## config.mk

```make
export PLATFORM = sky130hd
export DESIGN_NAME = acn_top
export DESIGN_NICKNAME = d
export VERILOG_FILES = /design/src/acn_pkg.sv /design/src/acn_match_if.sv /design/src/acn_rx_match.sv /design/src/acn_top.sv
export SDC_FILE = /design/constraint.sdc
export NUM_CORES = 1
export LEC_CHECK = 0
export BUFFER_PORTS_ARGS = -buffer_cell sky130_fd_sc_hd__buf_2
export CORE_UTILIZATION = 52
export CTS_CLUSTER_SIZE = 16
export DETAILED_ROUTE_END_ITERATION = 10
export GPL_ROUTABILITY_DRIVEN = 1
export PLACE_DENSITY = 0.77
export SLEW_MARGIN = 15
export SYNTH_ARGS = -nofsm -noshare
export SYNTH_HDL_FRONTEND = slang
export SYNTH_HIERARCHICAL = 1
export SYNTH_SLANG_ARGS = --single-unit
```

## constraint.sdc

```tcl
create_clock -name clk_sys_i -period 4.22 [get_ports clk_sys_i]
set_clock_uncertainty 0.15 [all_clocks]
set_input_delay 0.211 -clock clk_sys_i [delete_from_list [all_inputs] [get_ports clk_sys_i]]
set_output_delay 0.211 -clock clk_sys_i [all_outputs]
set_load 0.01 [all_outputs]
```

## src/acn_pkg.sv

```systemverilog
// Purpose: shared constants for the configuration word exchange block
// Assumes: 40 MHz system clock, word-wide register bus
// Notes:   field bit positions are those of the 16-bit configuration word; control and status register bits excepted
package acn_pkg;
  // clock and timing
  localparam int unsigned CLK_PERIOD_NS  = 25;
  localparam int unsigned LINK_TIMER_NS  = 10000000;
  localparam int unsigned LINK_TIMER_CYC = (LINK_TIMER_NS + CLK_PERIOD_NS - 1) / CLK_PERIOD_NS;
  typedef logic [19:0] acn_tmr_t;
  // configuration word fields
  localparam int unsigned FD_BIT     = 5;
  localparam int unsigned HD_BIT     = 6;
  localparam int unsigned PS_SYM_BIT = 7;
  localparam int unsigned PS_DIR_BIT = 8;
  localparam int unsigned RF_LO_BIT  = 12;
  localparam int unsigned ACK_BIT    = 14;
  localparam int unsigned NP_BIT     = 15;
  localparam logic [15:0] ACK_M      = 16'h4000;
  localparam logic [15:0] ADV_MASK   = 16'h81e0;
  localparam logic [15:0] ABIL_DEF   = 16'h81e0;
  // fault codes
  localparam logic [1:0]  RF_OK       = 2'h0;
  localparam logic [1:0]  RF_OFFLINE  = 2'h1;
  localparam logic [1:0]  RF_LINKFAIL = 2'h2;
  localparam logic [1:0]  RF_ANERR    = 2'h3;
  // transmit selector codes
  localparam logic [1:0]  XMIT_CFG  = 2'h0;
  localparam logic [1:0]  XMIT_IDLE = 2'h1;
  localparam logic [1:0]  XMIT_DATA = 2'h2;
  // receive matching
  localparam logic [1:0]  MATCH_CNT = 2'h3;
  // register map, byte offsets
  localparam logic [7:0]  REG_CTRL  = 8'h00;
  localparam logic [7:0]  REG_ADV   = 8'h04;
  localparam logic [7:0]  REG_NPTX  = 8'h08;
  localparam logic [7:0]  REG_STAT  = 8'h0c;
  localparam logic [7:0]  REG_LPW   = 8'h10;
  localparam logic [7:0]  REG_FAULT = 8'h14;
  localparam int unsigned CTRL_EN_BIT    = 0;
  localparam int unsigned CTRL_RST_BIT   = 1;
  localparam int unsigned CTRL_SENSE_BIT = 2;
  localparam int unsigned STAT_RFLT_BIT  = 1;
  localparam logic [2:0]  CTRL_RST = 3'h5;
  localparam logic [15:0] ADV_RST  = 16'h01a0;
  // negotiation states
  typedef enum logic [3:0] {
    ST_NEG_ENABLE, ST_DISABLED, ST_RESTART, ST_ABILITY, ST_ACK,
    ST_COMPLETE_ACK, ST_NP_WAIT, ST_IDLE_DETECT, ST_LINK_OK
  } acn_st_t;
endpackage : acn_pkg

```

## src/acn_match_if.sv

```systemverilog
// Purpose: carries receive events to the matcher and match results back
// Assumes: one system clock
// Notes:   results are registered levels
`timescale 1ns/1ps
interface acn_match_if;
  logic        rx_valid;
  logic [15:0] rx_word;
  logic        rx_idle;
  logic        rx_invalid;
  logic        flush;
  logic        ability_match;
  logic        ack_match;
  logic        consist_match;
  logic        idle_match;
  logic [15:0] match_word;
  modport arb (output rx_valid, rx_word, rx_idle, rx_invalid, flush,
               input  ability_match, ack_match, consist_match, idle_match, match_word);
  modport mat (input  rx_valid, rx_word, rx_idle, rx_invalid, flush,
               output ability_match, ack_match, consist_match, idle_match, match_word);
endinterface : acn_match_if

```

## src/acn_rx_match.sv

```systemverilog
// Purpose: repeat, confirm, consistency and idle matching of received sets
// Assumes: rx_valid and rx_idle are one-cycle pulses, never together
// Notes:   flush or a received error drops all history
`timescale 1ns/1ps
module acn_rx_match (
  // clock and reset
  input wire logic   clk_sys_i,
  input wire logic   sys_rst_i,
  // arbitration side
  acn_match_if.mat   m
);
  typedef struct packed {
    logic [15:0] last;
    logic [1:0]  cnt;
    logic [1:0]  fcnt;
    logic [1:0]  icnt;
    logic        abil;
    logic        ackm;
    logic        cons;
    logic        idle;
    logic [15:0] word;
  } acn_mst_t;

  acn_mst_t r;
  acn_mst_t n;

  function automatic logic [15:0] noack(input logic [15:0] w);
    return w & ~acn_pkg::ACK_M;
  endfunction : noack

  function automatic logic [1:0] sat(input logic [1:0] c);
    return (c == acn_pkg::MATCH_CNT) ? c : c + 2'h1;
  endfunction : sat

  always_comb begin
    n = r;
    if (m.flush || m.rx_invalid) begin
      n = '0;
    end else if (m.rx_valid) begin
      n.last = m.rx_word;
      n.icnt = 2'h0;
      n.idle = 1'b0;
      n.cnt  = (noack(m.rx_word) == noack(r.last)) ? sat(r.cnt) : 2'h1;
      n.fcnt = (m.rx_word == r.last) ? sat(r.fcnt) : 2'h1;
      n.abil = (n.cnt == acn_pkg::MATCH_CNT);
      if (n.abil && !r.abil) begin
        n.word = m.rx_word;
      end
      n.ackm = (n.fcnt == acn_pkg::MATCH_CNT) && m.rx_word[acn_pkg::ACK_BIT];
      n.cons = noack(m.rx_word) == noack(n.word);
    end else if (m.rx_idle) begin
      n.icnt = sat(r.icnt);
      n.idle = (n.icnt == acn_pkg::MATCH_CNT);
      n.cnt  = 2'h0;
      n.fcnt = 2'h0;
      n.abil = 1'b0;
      n.ackm = 1'b0;
    end
  end

  always_ff @(posedge clk_sys_i or posedge sys_rst_i) begin
    if (sys_rst_i) begin
      r <= '0;
    end else begin
      r <= n;
    end
  end

  assign m.ability_match = r.abil;
  assign m.ack_match     = r.ackm;
  assign m.consist_match = r.cons;
  assign m.idle_match    = r.idle;
  assign m.match_word    = r.word;

  a_abil_needs_three: assert property (@(posedge clk_sys_i) disable iff (sys_rst_i)
    $rose(r.abil) |-> $past(m.rx_valid) && r.cnt == acn_pkg::MATCH_CNT)
    else $error("repeat match raised without three equal words");
endmodule : acn_rx_match

```

## src/acn_top.sv

```systemverilog
// Purpose: base/next page configuration word exchange with register access
// Assumes: PCS delivers decoded words and set indications synchronous to clk
// Notes:   registers sit on an AHB-Lite slave with zero wait states
// Notes on behaviour
// - full duplex ability in bit 5, half duplex ability in bit 6
// - symmetric pause in bit 7, asymmetric direction in bit 8
// - pause pair decodes none, toward partner, symmetric, both toward local
// - fault code in bits 12 and 13, default zero
// - fault codes: ok, going offline, link failure, negotiation error
// - with fault sensing off the sent fault code is always zero; a code already sent stays a cycle, or through a complete-confirm hold
// - a sent fault code holds until idle watch after base page, then clears
// - received nonzero base page fault code sets the fault status bit
// - no fault code sent while sync fails; a code already sent stays a cycle, or through a complete-confirm hold; stored code sent once ok
// - all-zero received words beyond the link timer mean link failure
// - unresolvable abilities advertise the negotiation error code
// - receipt confirm flag sits in bit 14 of every page
// - confirm only after three equal words; next page holds until staged
// - in complete-confirm the word is frozen for the whole link timer
// - more-pages flag one asks or continues, zero ends pages
// - after restart send zero words, then the base page
// - advertise only abilities present, clearing some is allowed
// - sent word from advertisement value, or next page value in paging
// - selector picks config sets, idle sets, or idles with data
// - receive reports words, idles, and errors while sending config
// - receive logic makes repeat, confirm, consistency and idle matches
// - after exchange resolve highest common mode and enable it
// - reserved word bits are always sent as zero
// - any restart request returns to the enable state
// - full duplex wins over half duplex
//
// Decided for this implementation: the address map and register access over AHB-Lite.
`timescale 1ns/1ps
module acn_top #(
  parameter int unsigned LINK_TIMER_CYC = acn_pkg::LINK_TIMER_CYC,
  parameter logic [15:0] LOCAL_ABIL     = acn_pkg::ABIL_DEF
) (
  // clock and reset
  input  wire logic        clk_sys_i,
  input  wire logic        sys_rst_i,
  // register bus
  input  wire logic        hsel_i,
  input  wire logic [31:0] haddr_i,
  input  wire logic [1:0]  htrans_i,
  input  wire logic        hwrite_i,
  input  wire logic [2:0]  hsize_i,
  input  wire logic [31:0] hwdata_i,
  input  wire logic        hready_i,
  output logic      [31:0] hrdata_o,
  output logic             hreadyout_o,
  output logic             hresp_o,
  // receive path
  input  wire logic        rx_cfg_valid_i,
  input  wire logic [15:0] rx_cfg_word_i,
  input  wire logic        rx_idle_i,
  input  wire logic        rx_invalid_i,
  input  wire logic        sync_ok_i,
  // transmit path
  output logic      [1:0]  xmit_o,
  output logic      [15:0] tx_cfg_word_o,
  // resolution
  output logic             an_done_o,
  output logic             res_full_duplex_o,
  output logic             res_pause_tx_o,
  output logic             res_pause_rx_o
);
  // one shared timer value for every hold and timeout
  localparam acn_pkg::acn_tmr_t LT = acn_pkg::acn_tmr_t'(LINK_TIMER_CYC);

  typedef struct packed {
    acn_pkg::acn_st_t  st;
    logic              np_mode;
    acn_pkg::acn_tmr_t tmr;
    acn_pkg::acn_tmr_t zcnt;
    logic              zero_seen;
    logic [2:0]        ctrl;
    logic [15:0]       adv;
    logic [15:0]       nptx;
    logic              np_staged;
    logic [1:0]        fault;
    logic              rflt;
    logic [15:0]       lpw;
    logic [15:0]       tx_word;
    logic [1:0]        xmit;
    logic              done;
    logic              fd;
    logic              ptx;
    logic              prx;
    logic              a_sel;
    logic              a_wr;
    logic [7:0]        a_addr;
    logic [31:0]       rdata;
  } acn_top_s_t;

  acn_top_s_t r;
  acn_top_s_t n;

  acn_match_if mi ();

  logic [15:0] adv_eff;
  logic [1:0]  fault_g;
  logic [15:0] page_r;
  logic [15:0] page_n;
  logic        restart_req;
  logic        rflt_set;
  logic        rflt_clr;
  logic        zero_to;
  logic        tmr_done;
  logic        dup_ok;
  logic        flush_c;
  logic [1:0]  pres;

  // outgoing page: reserved bits masked, fault code only in the base page
  function automatic logic [15:0] mk_page(input logic np, input logic [15:0] nptx,
                                          input logic [15:0] adv, input logic [1:0] flt);
    logic [15:0] w;
    w = np ? (nptx & ~acn_pkg::ACK_M) : (adv | {2'h0, flt, 12'h000});
    return w;
  endfunction : mk_page

  // pause pairing: {local transmit enable, local receive enable}
  function automatic logic [1:0] pause_res(input logic ls, input logic ld,
                                           input logic ps, input logic pd);
    logic [1:0] v;
    v = 2'b00;
    if (ls && ps) begin
      v = 2'b11;
    end else if (!ls && ld && ps && pd) begin
      v = 2'b10;
    end else if (ls && ld && !ps && pd) begin
      v = 2'b01;
    end
    return v;
  endfunction : pause_res

  assign mi.rx_valid   = rx_cfg_valid_i;
  assign mi.rx_word    = rx_cfg_word_i;
  assign mi.rx_idle    = rx_idle_i;
  assign mi.rx_invalid = rx_invalid_i && (r.xmit == acn_pkg::XMIT_CFG);
  assign mi.flush      = flush_c;

  acn_rx_match u_match (
    .clk_sys_i (clk_sys_i),
    .sys_rst_i (sys_rst_i),
    .m         (mi)
  );

  always_comb begin
    n           = r;
    restart_req = 1'b0;
    rflt_clr    = 1'b0;
    // never advertise an ability that the device lacks
    adv_eff  = r.adv & LOCAL_ABIL & acn_pkg::ADV_MASK;
    fault_g  = sync_ok_i ? r.fault : acn_pkg::RF_OK;
    page_r   = mk_page(r.np_mode, r.nptx, adv_eff, fault_g);
    dup_ok   = (adv_eff[acn_pkg::FD_BIT] && r.lpw[acn_pkg::FD_BIT]) ||
               (adv_eff[acn_pkg::HD_BIT] && r.lpw[acn_pkg::HD_BIT]);
    pres     = pause_res(adv_eff[acn_pkg::PS_SYM_BIT], adv_eff[acn_pkg::PS_DIR_BIT],
                         r.lpw[acn_pkg::PS_SYM_BIT], r.lpw[acn_pkg::PS_DIR_BIT]);
    tmr_done = (r.tmr == LT);
    zero_to  = (r.zcnt == LT);

    // bus address phase; read data is ready for the data phase
    n.a_sel  = hsel_i && hready_i && htrans_i[1] && (hsize_i == 3'h2);
    n.a_wr   = hwrite_i;
    n.a_addr = haddr_i[7:0];
    if (n.a_sel && !hwrite_i) begin
      case (haddr_i[7:0])
        acn_pkg::REG_CTRL:  n.rdata = {29'h0, r.ctrl};
        acn_pkg::REG_ADV:   n.rdata = {16'h0, r.adv};
        acn_pkg::REG_NPTX:  n.rdata = {16'h0, r.nptx};
        acn_pkg::REG_STAT:  n.rdata = {24'h0, r.np_staged, r.st == acn_pkg::ST_NP_WAIT,
                                       r.prx, r.ptx, r.fd, sync_ok_i, r.rflt, r.done};
        acn_pkg::REG_LPW:   n.rdata = {16'h0, r.lpw};
        acn_pkg::REG_FAULT: n.rdata = {30'h0, r.fault};
        default:            n.rdata = 32'h0;
      endcase
    end
    // bus data phase writes
    if (r.a_sel && r.a_wr) begin
      case (r.a_addr)
        acn_pkg::REG_CTRL: begin
          n.ctrl      = hwdata_i[2:0] & ~(3'h1 << acn_pkg::CTRL_RST_BIT);
          restart_req = hwdata_i[acn_pkg::CTRL_RST_BIT];
        end
        acn_pkg::REG_ADV:   n.adv  = hwdata_i[15:0];
        acn_pkg::REG_NPTX: begin
          n.nptx      = hwdata_i[15:0];
          n.np_staged = 1'b1;
        end
        acn_pkg::REG_STAT:  rflt_clr = hwdata_i[acn_pkg::STAT_RFLT_BIT];
        acn_pkg::REG_FAULT: n.fault  = hwdata_i[1:0];
        default: ;
      endcase
    end

    // partner fault status, set wins over a same-cycle clear
    rflt_set = (r.st == acn_pkg::ST_ABILITY) && !r.np_mode && mi.ability_match &&
               (mi.match_word[13:12] != acn_pkg::RF_OK) && sync_ok_i;
    if (rflt_clr) begin
      n.rflt = 1'b0;
    end
    if (rflt_set) begin
      n.rflt = 1'b1;
    end

    // run of all-zero received words while looking for the partner page
    if (rx_cfg_valid_i) begin
      n.zero_seen = (rx_cfg_word_i == 16'h0000);
    end else if (rx_idle_i) begin
      n.zero_seen = 1'b0;
    end
    if (n.zero_seen && r.st == acn_pkg::ST_ABILITY) begin
      n.zcnt = zero_to ? r.zcnt : r.zcnt + 20'h1;
    end else begin
      n.zcnt = '0;
    end

    n.tmr = tmr_done ? r.tmr : r.tmr + 20'h1;

    unique case (r.st)
      acn_pkg::ST_NEG_ENABLE: begin
        n.np_mode = 1'b0;
        n.st = r.ctrl[acn_pkg::CTRL_EN_BIT] ? acn_pkg::ST_RESTART : acn_pkg::ST_DISABLED;
      end
      acn_pkg::ST_DISABLED: begin
        if (r.ctrl[acn_pkg::CTRL_EN_BIT]) begin
          n.st = acn_pkg::ST_NEG_ENABLE;
        end
      end
      acn_pkg::ST_RESTART: begin
        if (tmr_done) begin
          n.st = acn_pkg::ST_ABILITY;
        end
      end
      acn_pkg::ST_ABILITY: begin
        if (mi.ability_match && (mi.match_word & ~acn_pkg::ACK_M) != 16'h0000) begin
          n.st = acn_pkg::ST_ACK;
          if (!r.np_mode) begin
            n.lpw = mi.match_word;
          end
        end else if (zero_to && r.ctrl[acn_pkg::CTRL_SENSE_BIT]) begin
          n.fault = acn_pkg::RF_LINKFAIL;
          n.st    = acn_pkg::ST_NEG_ENABLE;
        end
      end
      acn_pkg::ST_ACK: begin
        if (mi.ack_match) begin
          n.st = mi.consist_match ? acn_pkg::ST_COMPLETE_ACK : acn_pkg::ST_NEG_ENABLE;
        end
      end
      acn_pkg::ST_COMPLETE_ACK: begin
        if (tmr_done) begin
          if (page_r[acn_pkg::NP_BIT] && mi.match_word[acn_pkg::NP_BIT]) begin
            n.st = acn_pkg::ST_NP_WAIT;
          end else if (!dup_ok && r.ctrl[acn_pkg::CTRL_SENSE_BIT]) begin
            n.fault = acn_pkg::RF_ANERR;
            n.st    = acn_pkg::ST_NEG_ENABLE;
          end else begin
            n.st  = acn_pkg::ST_IDLE_DETECT;
            n.fd  = adv_eff[acn_pkg::FD_BIT] && r.lpw[acn_pkg::FD_BIT];
            n.ptx = pres[1];
            n.prx = pres[0];
            if (!r.np_mode) begin
              n.fault = acn_pkg::RF_OK;
            end
          end
        end
      end
      acn_pkg::ST_NP_WAIT: begin
        // confirm stays up on the old page until software stages a new one
        if (r.np_staged) begin
          n.np_staged = 1'b0;
          n.np_mode   = 1'b1;
          n.st        = acn_pkg::ST_ABILITY;
        end
      end
      acn_pkg::ST_IDLE_DETECT: begin
        if (tmr_done && mi.idle_match) begin
          n.st = acn_pkg::ST_LINK_OK;
        end
      end
      acn_pkg::ST_LINK_OK: begin
        if (rx_cfg_valid_i) begin
          n.st = acn_pkg::ST_NEG_ENABLE;
        end
      end
    endcase

    if (restart_req) begin
      n.st = acn_pkg::ST_NEG_ENABLE;
    end
    if (!n.ctrl[acn_pkg::CTRL_SENSE_BIT]) begin
      n.fault = acn_pkg::RF_OK;
    end
    if (n.st != r.st) begin
      n.tmr = '0;
    end
    flush_c = (n.st != r.st) &&
              (n.st == acn_pkg::ST_ABILITY || n.st == acn_pkg::ST_NEG_ENABLE);

    unique case (n.st)
      acn_pkg::ST_LINK_OK, acn_pkg::ST_DISABLED: n.xmit = acn_pkg::XMIT_DATA;
      acn_pkg::ST_IDLE_DETECT:                   n.xmit = acn_pkg::XMIT_IDLE;
      default:                                   n.xmit = acn_pkg::XMIT_CFG;
    endcase
    n.done = (n.st == acn_pkg::ST_LINK_OK);

    // next sent word, built from the next page mode so no stale word slips out
    page_n = mk_page(n.np_mode, n.nptx, adv_eff, fault_g);
    if (n.st == acn_pkg::ST_RESTART || n.st == acn_pkg::ST_NEG_ENABLE) begin
      n.tx_word = 16'h0000;
    end else if (n.st == acn_pkg::ST_COMPLETE_ACK && r.st == acn_pkg::ST_COMPLETE_ACK) begin
      n.tx_word = r.tx_word;
    end else if (n.st == acn_pkg::ST_ACK || n.st == acn_pkg::ST_COMPLETE_ACK ||
                 n.st == acn_pkg::ST_NP_WAIT) begin
      n.tx_word = page_n | acn_pkg::ACK_M;
    end else begin
      n.tx_word = page_n;
    end
  end

  always_ff @(posedge clk_sys_i or posedge sys_rst_i) begin
    if (sys_rst_i) begin
      r      <= '0;
      r.st   <= acn_pkg::ST_NEG_ENABLE;
      r.ctrl <= acn_pkg::CTRL_RST;
      r.adv  <= acn_pkg::ADV_RST;
    end else begin
      r <= n;
    end
  end

  // zero wait states and OKAY only, so these stay constant
  assign hreadyout_o       = 1'b1;
  assign hresp_o           = 1'b0;
  assign hrdata_o          = r.rdata;
  assign xmit_o            = r.xmit;
  assign tx_cfg_word_o     = r.tx_word;
  assign an_done_o         = r.done;
  assign res_full_duplex_o = r.fd;
  assign res_pause_tx_o    = r.ptx;
  assign res_pause_rx_o    = r.prx;

  a_restart_zero: assert property (@(posedge clk_sys_i) disable iff (sys_rst_i)
    r.st == acn_pkg::ST_RESTART |-> tx_cfg_word_o == 16'h0000 && xmit_o == acn_pkg::XMIT_CFG)
    else $error("restart must send zero words as config sets");
  a_rsvd_zero: assert property (@(posedge clk_sys_i) disable iff (sys_rst_i)
    !r.np_mode |-> (tx_cfg_word_o & 16'h0e1f) == 16'h0000)
    else $error("reserved base page bit sent as one");
  a_ack_after_match: assert property (@(posedge clk_sys_i) disable iff (sys_rst_i)
    $rose(tx_cfg_word_o[acn_pkg::ACK_BIT]) |-> $past(mi.ability_match))
    else $error("confirm flag raised without a repeat match");
  a_fault_sync_gate: assert property (@(posedge clk_sys_i) disable iff (sys_rst_i)
    !$past(sync_ok_i) && !r.np_mode |-> tx_cfg_word_o[13:12] == acn_pkg::RF_OK)
    else $error("fault code sent while sync failed");
  a_complete_hold: assert property (@(posedge clk_sys_i) disable iff (sys_rst_i)
    r.st == acn_pkg::ST_COMPLETE_ACK && $past(r.st) == acn_pkg::ST_COMPLETE_ACK
    |-> $stable(tx_cfg_word_o) && xmit_o == acn_pkg::XMIT_CFG)
    else $error("word changed during complete-confirm hold");
  a_idle_clear: assert property (@(posedge clk_sys_i) disable iff (sys_rst_i)
    $past(r.st) == acn_pkg::ST_COMPLETE_ACK && r.st == acn_pkg::ST_IDLE_DETECT &&
    !r.np_mode |-> r.fault == acn_pkg::RF_OK && xmit_o == acn_pkg::XMIT_IDLE)
    else $error("fault code not cleared at idle watch");
  a_fd_first: assert property (@(posedge clk_sys_i) disable iff (sys_rst_i)
    $past(r.st) == acn_pkg::ST_COMPLETE_ACK && r.st == acn_pkg::ST_IDLE_DETECT
    |-> r.fd == ($past(adv_eff[acn_pkg::FD_BIT]) && $past(r.lpw[acn_pkg::FD_BIT])))
    else $error("full duplex resolution wrong");
  a_rflt_sticky: assert property (@(posedge clk_sys_i) disable iff (sys_rst_i)
    rflt_set |=> r.rflt)
    else $error("partner fault status not set");
  a_zero_linkfail: assert property (@(posedge clk_sys_i) disable iff (sys_rst_i)
    r.st == acn_pkg::ST_ABILITY && zero_to && r.ctrl[acn_pkg::CTRL_SENSE_BIT] &&
    !mi.ability_match && !restart_req
    |=> r.fault == acn_pkg::RF_LINKFAIL && r.st == acn_pkg::ST_NEG_ENABLE)
    else $error("zero word timeout not flagged as link failure");
  a_no_sense_zero: assert property (@(posedge clk_sys_i) disable iff (sys_rst_i)
    !r.ctrl[acn_pkg::CTRL_SENSE_BIT] |-> r.fault == acn_pkg::RF_OK)
    else $error("fault code held with sensing off");
endmodule : acn_top

```

Word level (Yosys, flattened, before mapping)
Cells that the tools add are included.
Widths: inputs -> output; s select.
{"block": "totals", "register_bits": 206, "latchBits": 0, "ramBits": 0, "rom_bits": 0, "input_bits": 94, "out_inout_bits": 56, "elab_cells": 214, "n_memories": 0}
{"block": "classes", "add_sub_neg": 5, "mul": 0, "div": 0, "n_lt_le_gt_ge": 0, "eq_ne": 41, "shifts": 0, "muxes": 70, "bitwise_logic": 4, "reduce_logical": 60}
{"cell": "$mux 16", "count": 10}
{"cell": "$pmux 16 s6", "count": 1}
{"cell": "$mux 20", "count": 4}
{"cell": "$mux 42", "count": 1}
{"cell": "$add 20x1->20 const B", "count": 2}
{"cell": "$eq 20x19->1 const B", "count": 2}
{"cell": "$mux 38", "count": 1}
{"cell": "$mux 4", "count": 9}
{"cell": "$pmux 4 s9", "count": 1}
{"cell": "$mux 2", "count": 17}
{"cell": "$eq 4x3->1 const B", "count": 8}
{"cell": "$eq 8x4->1 const B", "count": 4}
{"cell": "$eq 15x15->1", "count": 2}
{"cell": "$logic_and 1x1->1", "count": 29}
{"cell": "$eq 8x5->1 const B", "count": 3}
{"cell": "$mux 17", "count": 1}
{"cell": "$eq 16x16->1", "count": 1}
{"cell": "$eq 4x2->1 const B", "count": 4}
{"cell": "$eq 8x3->1 const B", "count": 2}
{"cell": "$logic_not 16->1", "count": 1}
{"cell": "$logic_not 8->1", "count": 2}
{"cell": "$mux 8", "count": 2}
{"cell": "$or 16x14->16", "count": 1}
{"cell": "$reduce_bool 16->1", "count": 1}
{"cell": "other kinds (25)", "count": 71}

Logic depth before layout (Yosys ltp)
{"block": "logic_depth", "depth_word": 17, "mapped_depth": 15, "mapped_depth_nobuf": 13}

Cells and area by module
Netlist, hierarchy kept.
{"module": "acn_top", "instances": 1, "cells_per_inst": 745, "area_per_inst_um2": 7674.9, "seq_area_each_um2": 3709.8}
{"module": "acn_rx_match", "instances": 1, "cells_per_inst": 194, "area_per_inst_um2": 2154.6, "seq_area_each_um2": 1051.0}

Least setup slack after synthesis
OpenSTA, ideal clock, no wires.
{"block": "synth_timing", "kind": "register to register", "from": "reg u_match.r (netlist bit u_match/m.match_word[15])", "to": "reg u_match.r (netlist bit u_match/m.consist_match)", "setup_time_ns": 0.131, "t_arrival_ns": 2.886, "required_ns": 3.939, "slack_ns": 1.053, "stages_incl_launch_ff": 15, "n_path_buf": 2, "synth_period_minus_slack_ns": 3.167, "path_cell_list": "dfrtp_1 > buf_4 > nor4_1 > nand4_1 > a21bo_2 > a2bb2oi_4 > a31o_2 > o221ai_1 > o211a_1 > nor2_1 > and2_1 > clkbuf_1 > nand4_1 > nor4_1 > or3_1"}
{"block": "synth_via", "elab_chain_cells": 10, "elab_cells_between_ends": 21, "cone_classes": "3 x eq/ne; 10 x mux; 8 x reduce/logical"}
{"element": "start, declared", "line_no": "acn_rx_match.sv:24", "text": "acn_mst_t r;"}
{"element": "start signal, assigned", "line_no": "acn_rx_match.sv:65", "text": "r <= n;"}
{"element": "$reduce_bool 16->1 or $logic_and 1x1->1 (tied branches)", "line_no": "acn_top.sv:236, acn_top.sv:253"}
{"element": "$logic_and 1x1->1 or $mux 3 (tied branches)", "line_no": "acn_top.sv:236, acn_top.sv:253"}
{"element": "$mux 4 (on tied branches)", "line_no": "acn_top.sv:236, acn_top.sv:252"}
{"element": "$pmux 4 s9 *", "line_no": "acn_top.sv:220", "text": "unique case (r.st)"}
{"element": "$mux 4 *", "line_no": "acn_top.sv:289", "text": "if (restart_req) begin"}
{"element": "$eq 4x2->1 or $logic_not 4->1 (tied branches)", "line_no": "acn_top.sv:299", "text": "(n.st == acn_pkg::ST_ABILITY || n.st == acn_pkg::ST_NEG_ENABLE);"}
{"element": "$logic_or 1x1->1", "line_no": "acn_top.sv:299"}
{"element": "$logic_and 1x1->1 *", "line_no": "acn_top.sv:298", "text": "flush_c = (n.st != r.st) &&"}
{"element": "via flush_c", "line_no": "acn_top.sv:109", "text": "logic flush_c;"}
{"element": "$logic_or 1x1->1 *", "line_no": "acn_rx_match.sv:37", "text": "if (m.flush || m.rx_invalid) begin"}
{"element": "$mux 42 or $reduce_bool 2->1 (tied branches)"}
The timed path passes the listed nets; every way through them passes the cells marked *. The select of a mux whose other input is x is not followed.
A chain may end at the register's enable or synchronous reset.

Final worst setup path
{"block": "layout_timing", "from": "reg r[32] (netlist name)", "to": "reg u_match.r (netlist bit u_match/m.match_word[8])"}
{"block": "layout_via", "elab_chain_cells": 9, "elab_cells_between_ends": 12, "cone_classes": "2 x eq/ne; 4 x mux; 6 x reduce/logical"}
{"element": "start, declared", "line_no": "acn_top.sv:94", "text": "acn_top_s_t r;"}
{"element": "start signal, assigned", "line_no": "acn_top.sv:329", "text": "r <= n;"}
{"element": "$logic_not 8->1 *", "line_no": "acn_top.sv:180", "text": "case (r.a_addr)"}
{"element": "$mux 1 *", "line_no": "acn_top.sv:180"}
{"element": "$mux 1 *", "line_no": "acn_top.sv:179", "text": "if (r.a_sel && r.a_wr) begin"}
{"element": "$mux 4 *", "line_no": "acn_top.sv:289"}
{"element": "$eq 4x2->1 or $logic_not 4->1 (tied branches)", "line_no": "acn_top.sv:299"}
{"element": "$logic_or 1x1->1", "line_no": "acn_top.sv:299"}
{"element": "$logic_and 1x1->1 *", "line_no": "acn_top.sv:298"}
{"element": "via flush_c", "line_no": "acn_top.sv:109"}
{"element": "$logic_or 1x1->1 *", "line_no": "acn_rx_match.sv:37"}
{"element": "$mux 42 or $reduce_bool 2->1 (tied branches)"}
The timed path passes the listed nets; every way through them passes the cells marked *.

==> run summary <==
Seq/Total Area, Yosys: 48.43%
Final #Nets: 1112
WP data required: 4.44 ns
GP Congestion: 0.9212
total CTS buffers: 17
slew of the pin with the lowest slew margin: 1.085 ns
Synth Cell Area: 0.009829 sq mm
CTS H-tree lvls: 4
worst hold stages: 3
setup ws final: 0.4103 ns
most common cell after layout, fill and taps aside: dfrtp_1
fin cells: 1255
Final Hold Vio Count: 0
critical path type: reg2reg
share of flip-flops with an asynchronous set or reset: 100.0%
synth top area cells: dfrtp_1 (47%), buf_4 (5.6%), mux2_2 (5.3%)
CTS-repair resized insts: 0
Area growth syn-to-layout: 12.92%
Worst-path clk slew: 0.07 ns
Top FF cell, synth: dfrtp_1
Starting Density: 53.80%
status: finished, final reports clean
Rel. slew slack: 27.66%
fmax: 262.5 MHz
number of antenna violations at the first check in global routing: 0
hold_buf cts: 47
vias in the first global route: 7279
CP max FO: 15
#FFs+latches synth: 190
maxcap violations: 0
CTS tree: built
Design Power: 4.379 mW
most frequent cells in the layout: dfrtp_1 (185), buf_2 (90), nor2_1 (73), nand2_1 (69), xnor2_1 (48)
routed vias: 7179
Post-route DRC: 0
dpl cell area: 0.01004 sq mm
ANT nets after route: 0
WL/cell: 18.07 um
Post-CTS Setup Bufs: 0
# setup viols final: 0
Mean Syn Cell Area: 10.47 sq um
total leakage power: 5.156 nW
r2r worst-path depth: 11
Sink Count: 190
DRT Pass-1 Iters: 7
largest net degree at the start of global routing: 149
Yosys cell types: 73
core area: 0.01827 sq mm
worst-skew pair later-pin latency: 0.43 ns
worst hold margin: 0.07640 ns
gr ovfl total: 0
crit path DAT: 4.03 ns
Post-synth EDFFs: 0
diode count: 0
Boundary Pins: 150
Die Span Y: 139.5 um
clock tree buffer depth: 2
Final min period: 3.810 ns
Syn Inst Count: 939
Total GRT Usage: 24.78%
element type at the critical path start: register
first-pass GRT wire length: 37650 um
worst slack, placed: 0.5814 ns
num rows: 49
fin crit share: 90.28%
setup_tns: 0 ns
Worst Hold Class: in2reg
Pwr Density: 394.5 mW/mm^2
Detailed Route WL: 22680 um
YS warnings: 6
Critical Path End Type: register
Placed Instances: 1177
1st-iter DRT viols: 591
final core occ: 60.75%
chip width: 139.5 um
share of layout cells above drive strength 1: 20.96%
RSZ-0062 raised after global routing: no
Root Driver: clkbuf_16
post-DP HPWL: 15100 um
PortBufs: 90
die area: 0.01946 sq mm
Slew Viols, Final: 0
area leader, netlist: dfrtp_1
top cell type's share of synthesized area: 47.10%
Max rail drop VDD: 0.2756 mV
fin area: 0.01110 sq mm
Vias/cell: 5.720
==> cell usage after synthesis (all sizes together) (3+ instances only) <==
cell type,n
dfrtp,185
buf,88
nor2,73
nand2,70
xnor2,48
mux2,46
nand3,41
nor3,38
mux2i,37
a21oi,29
o21ai,29
a22o,25
inv,24
clkbuf,22
xor2,22
nand4,16
nor4,16
and3,14
and2,9
nor4b,8
o31ai,8
o41ai,8
a222oi,5
dfstp,5
nor2b,5
nor3b,5
a21o,4
a221oi,4
a31oi,4
ha,4
nand3b,4
or2,4
a211o,3
nand2b,3
o211ai,3
or3,3
==> critical path, cell delays in order (launching register included) <==
cell and delay (ns):
dfrtp_1 0.39, nor4_2 0.44, nand3b_2 0.25, nor4b_4 0.48, a21o_1 0.20, o21ai_0 0.11
nand4b_1 0.24, o211a_1 0.27, or2_2 0.40, buf_4 0.22, a21oi_4 0.35, a22o_1 0.22
==> worst paths after layout <==
path,slack [ns],to,from
hold reg to reg,0.33,hrdata_o[13],hrdata_o[13]
setup reg to reg,0.41,u_match/m.match_word[8],r[32]
max in group asynchronous,2.90,r[99],sys_rst_i
hold / removal,0.08,u_match/m.consist_match,rx_cfg_valid_i
setup / recovery,0.41,u_match/m.match_word[8],r[32]
min in group asynchronous,0.32,u_match/r[40],sys_rst_i
==> registers in the layout, summed over array words and instances, names as in the netlist, 2 cells and up <==
signal	flops
adv_eff	5
hrdata_o	16
r	105
tx_cfg_word_o	16
u_match/m.match_word	16
u_match/r	22
xmit_o	2
==> logic make-up after synthesis <==
logic type | Yosys count | share of synthesized area (%)
and+or+nand+nor | 318 | 16.83
muxes | 83 | 9.038
DFF | 190 | 48.43
AOI/OAI and AO/OA | 138 | 10.57
other | 2 | 0.07640
adders and majority gates | 4 | 0.5092
buffers and inverters | 134 | 8.312
xor gates and xnor gates | 70 | 6.237
==> area by class of cell <==
cell class                      count  area, sq um
Fill cell                        1445         7171
Multi-Input combinational cell    631         4334
Timing Repair Buffer              150         1031
Clock inverter                     14        167.7
Sequential cell                   190         4761
Clock buffer                       17        425.4
Tap cell                          229        286.5
Inverter                           24        93.84
==> routing by layer <==
layer | track usage [%] | part of all wire [%]
met5 | 0 | 0
met4 | 8.129 | 2.1
met3 | 4.714 | 5.0
met2 | 40.20 | 48
met1 | 33.51 | 45
==> where the power goes <==
group          total (mW)  switching [mW]  internal [mW]  leakage [nW]
logic               0.713           0.437          0.276          2.29
clock network        1.64           0.742          0.893         0.291
registers            2.03          0.0996           1.93          2.58
(Power assumes the default switching activity.)
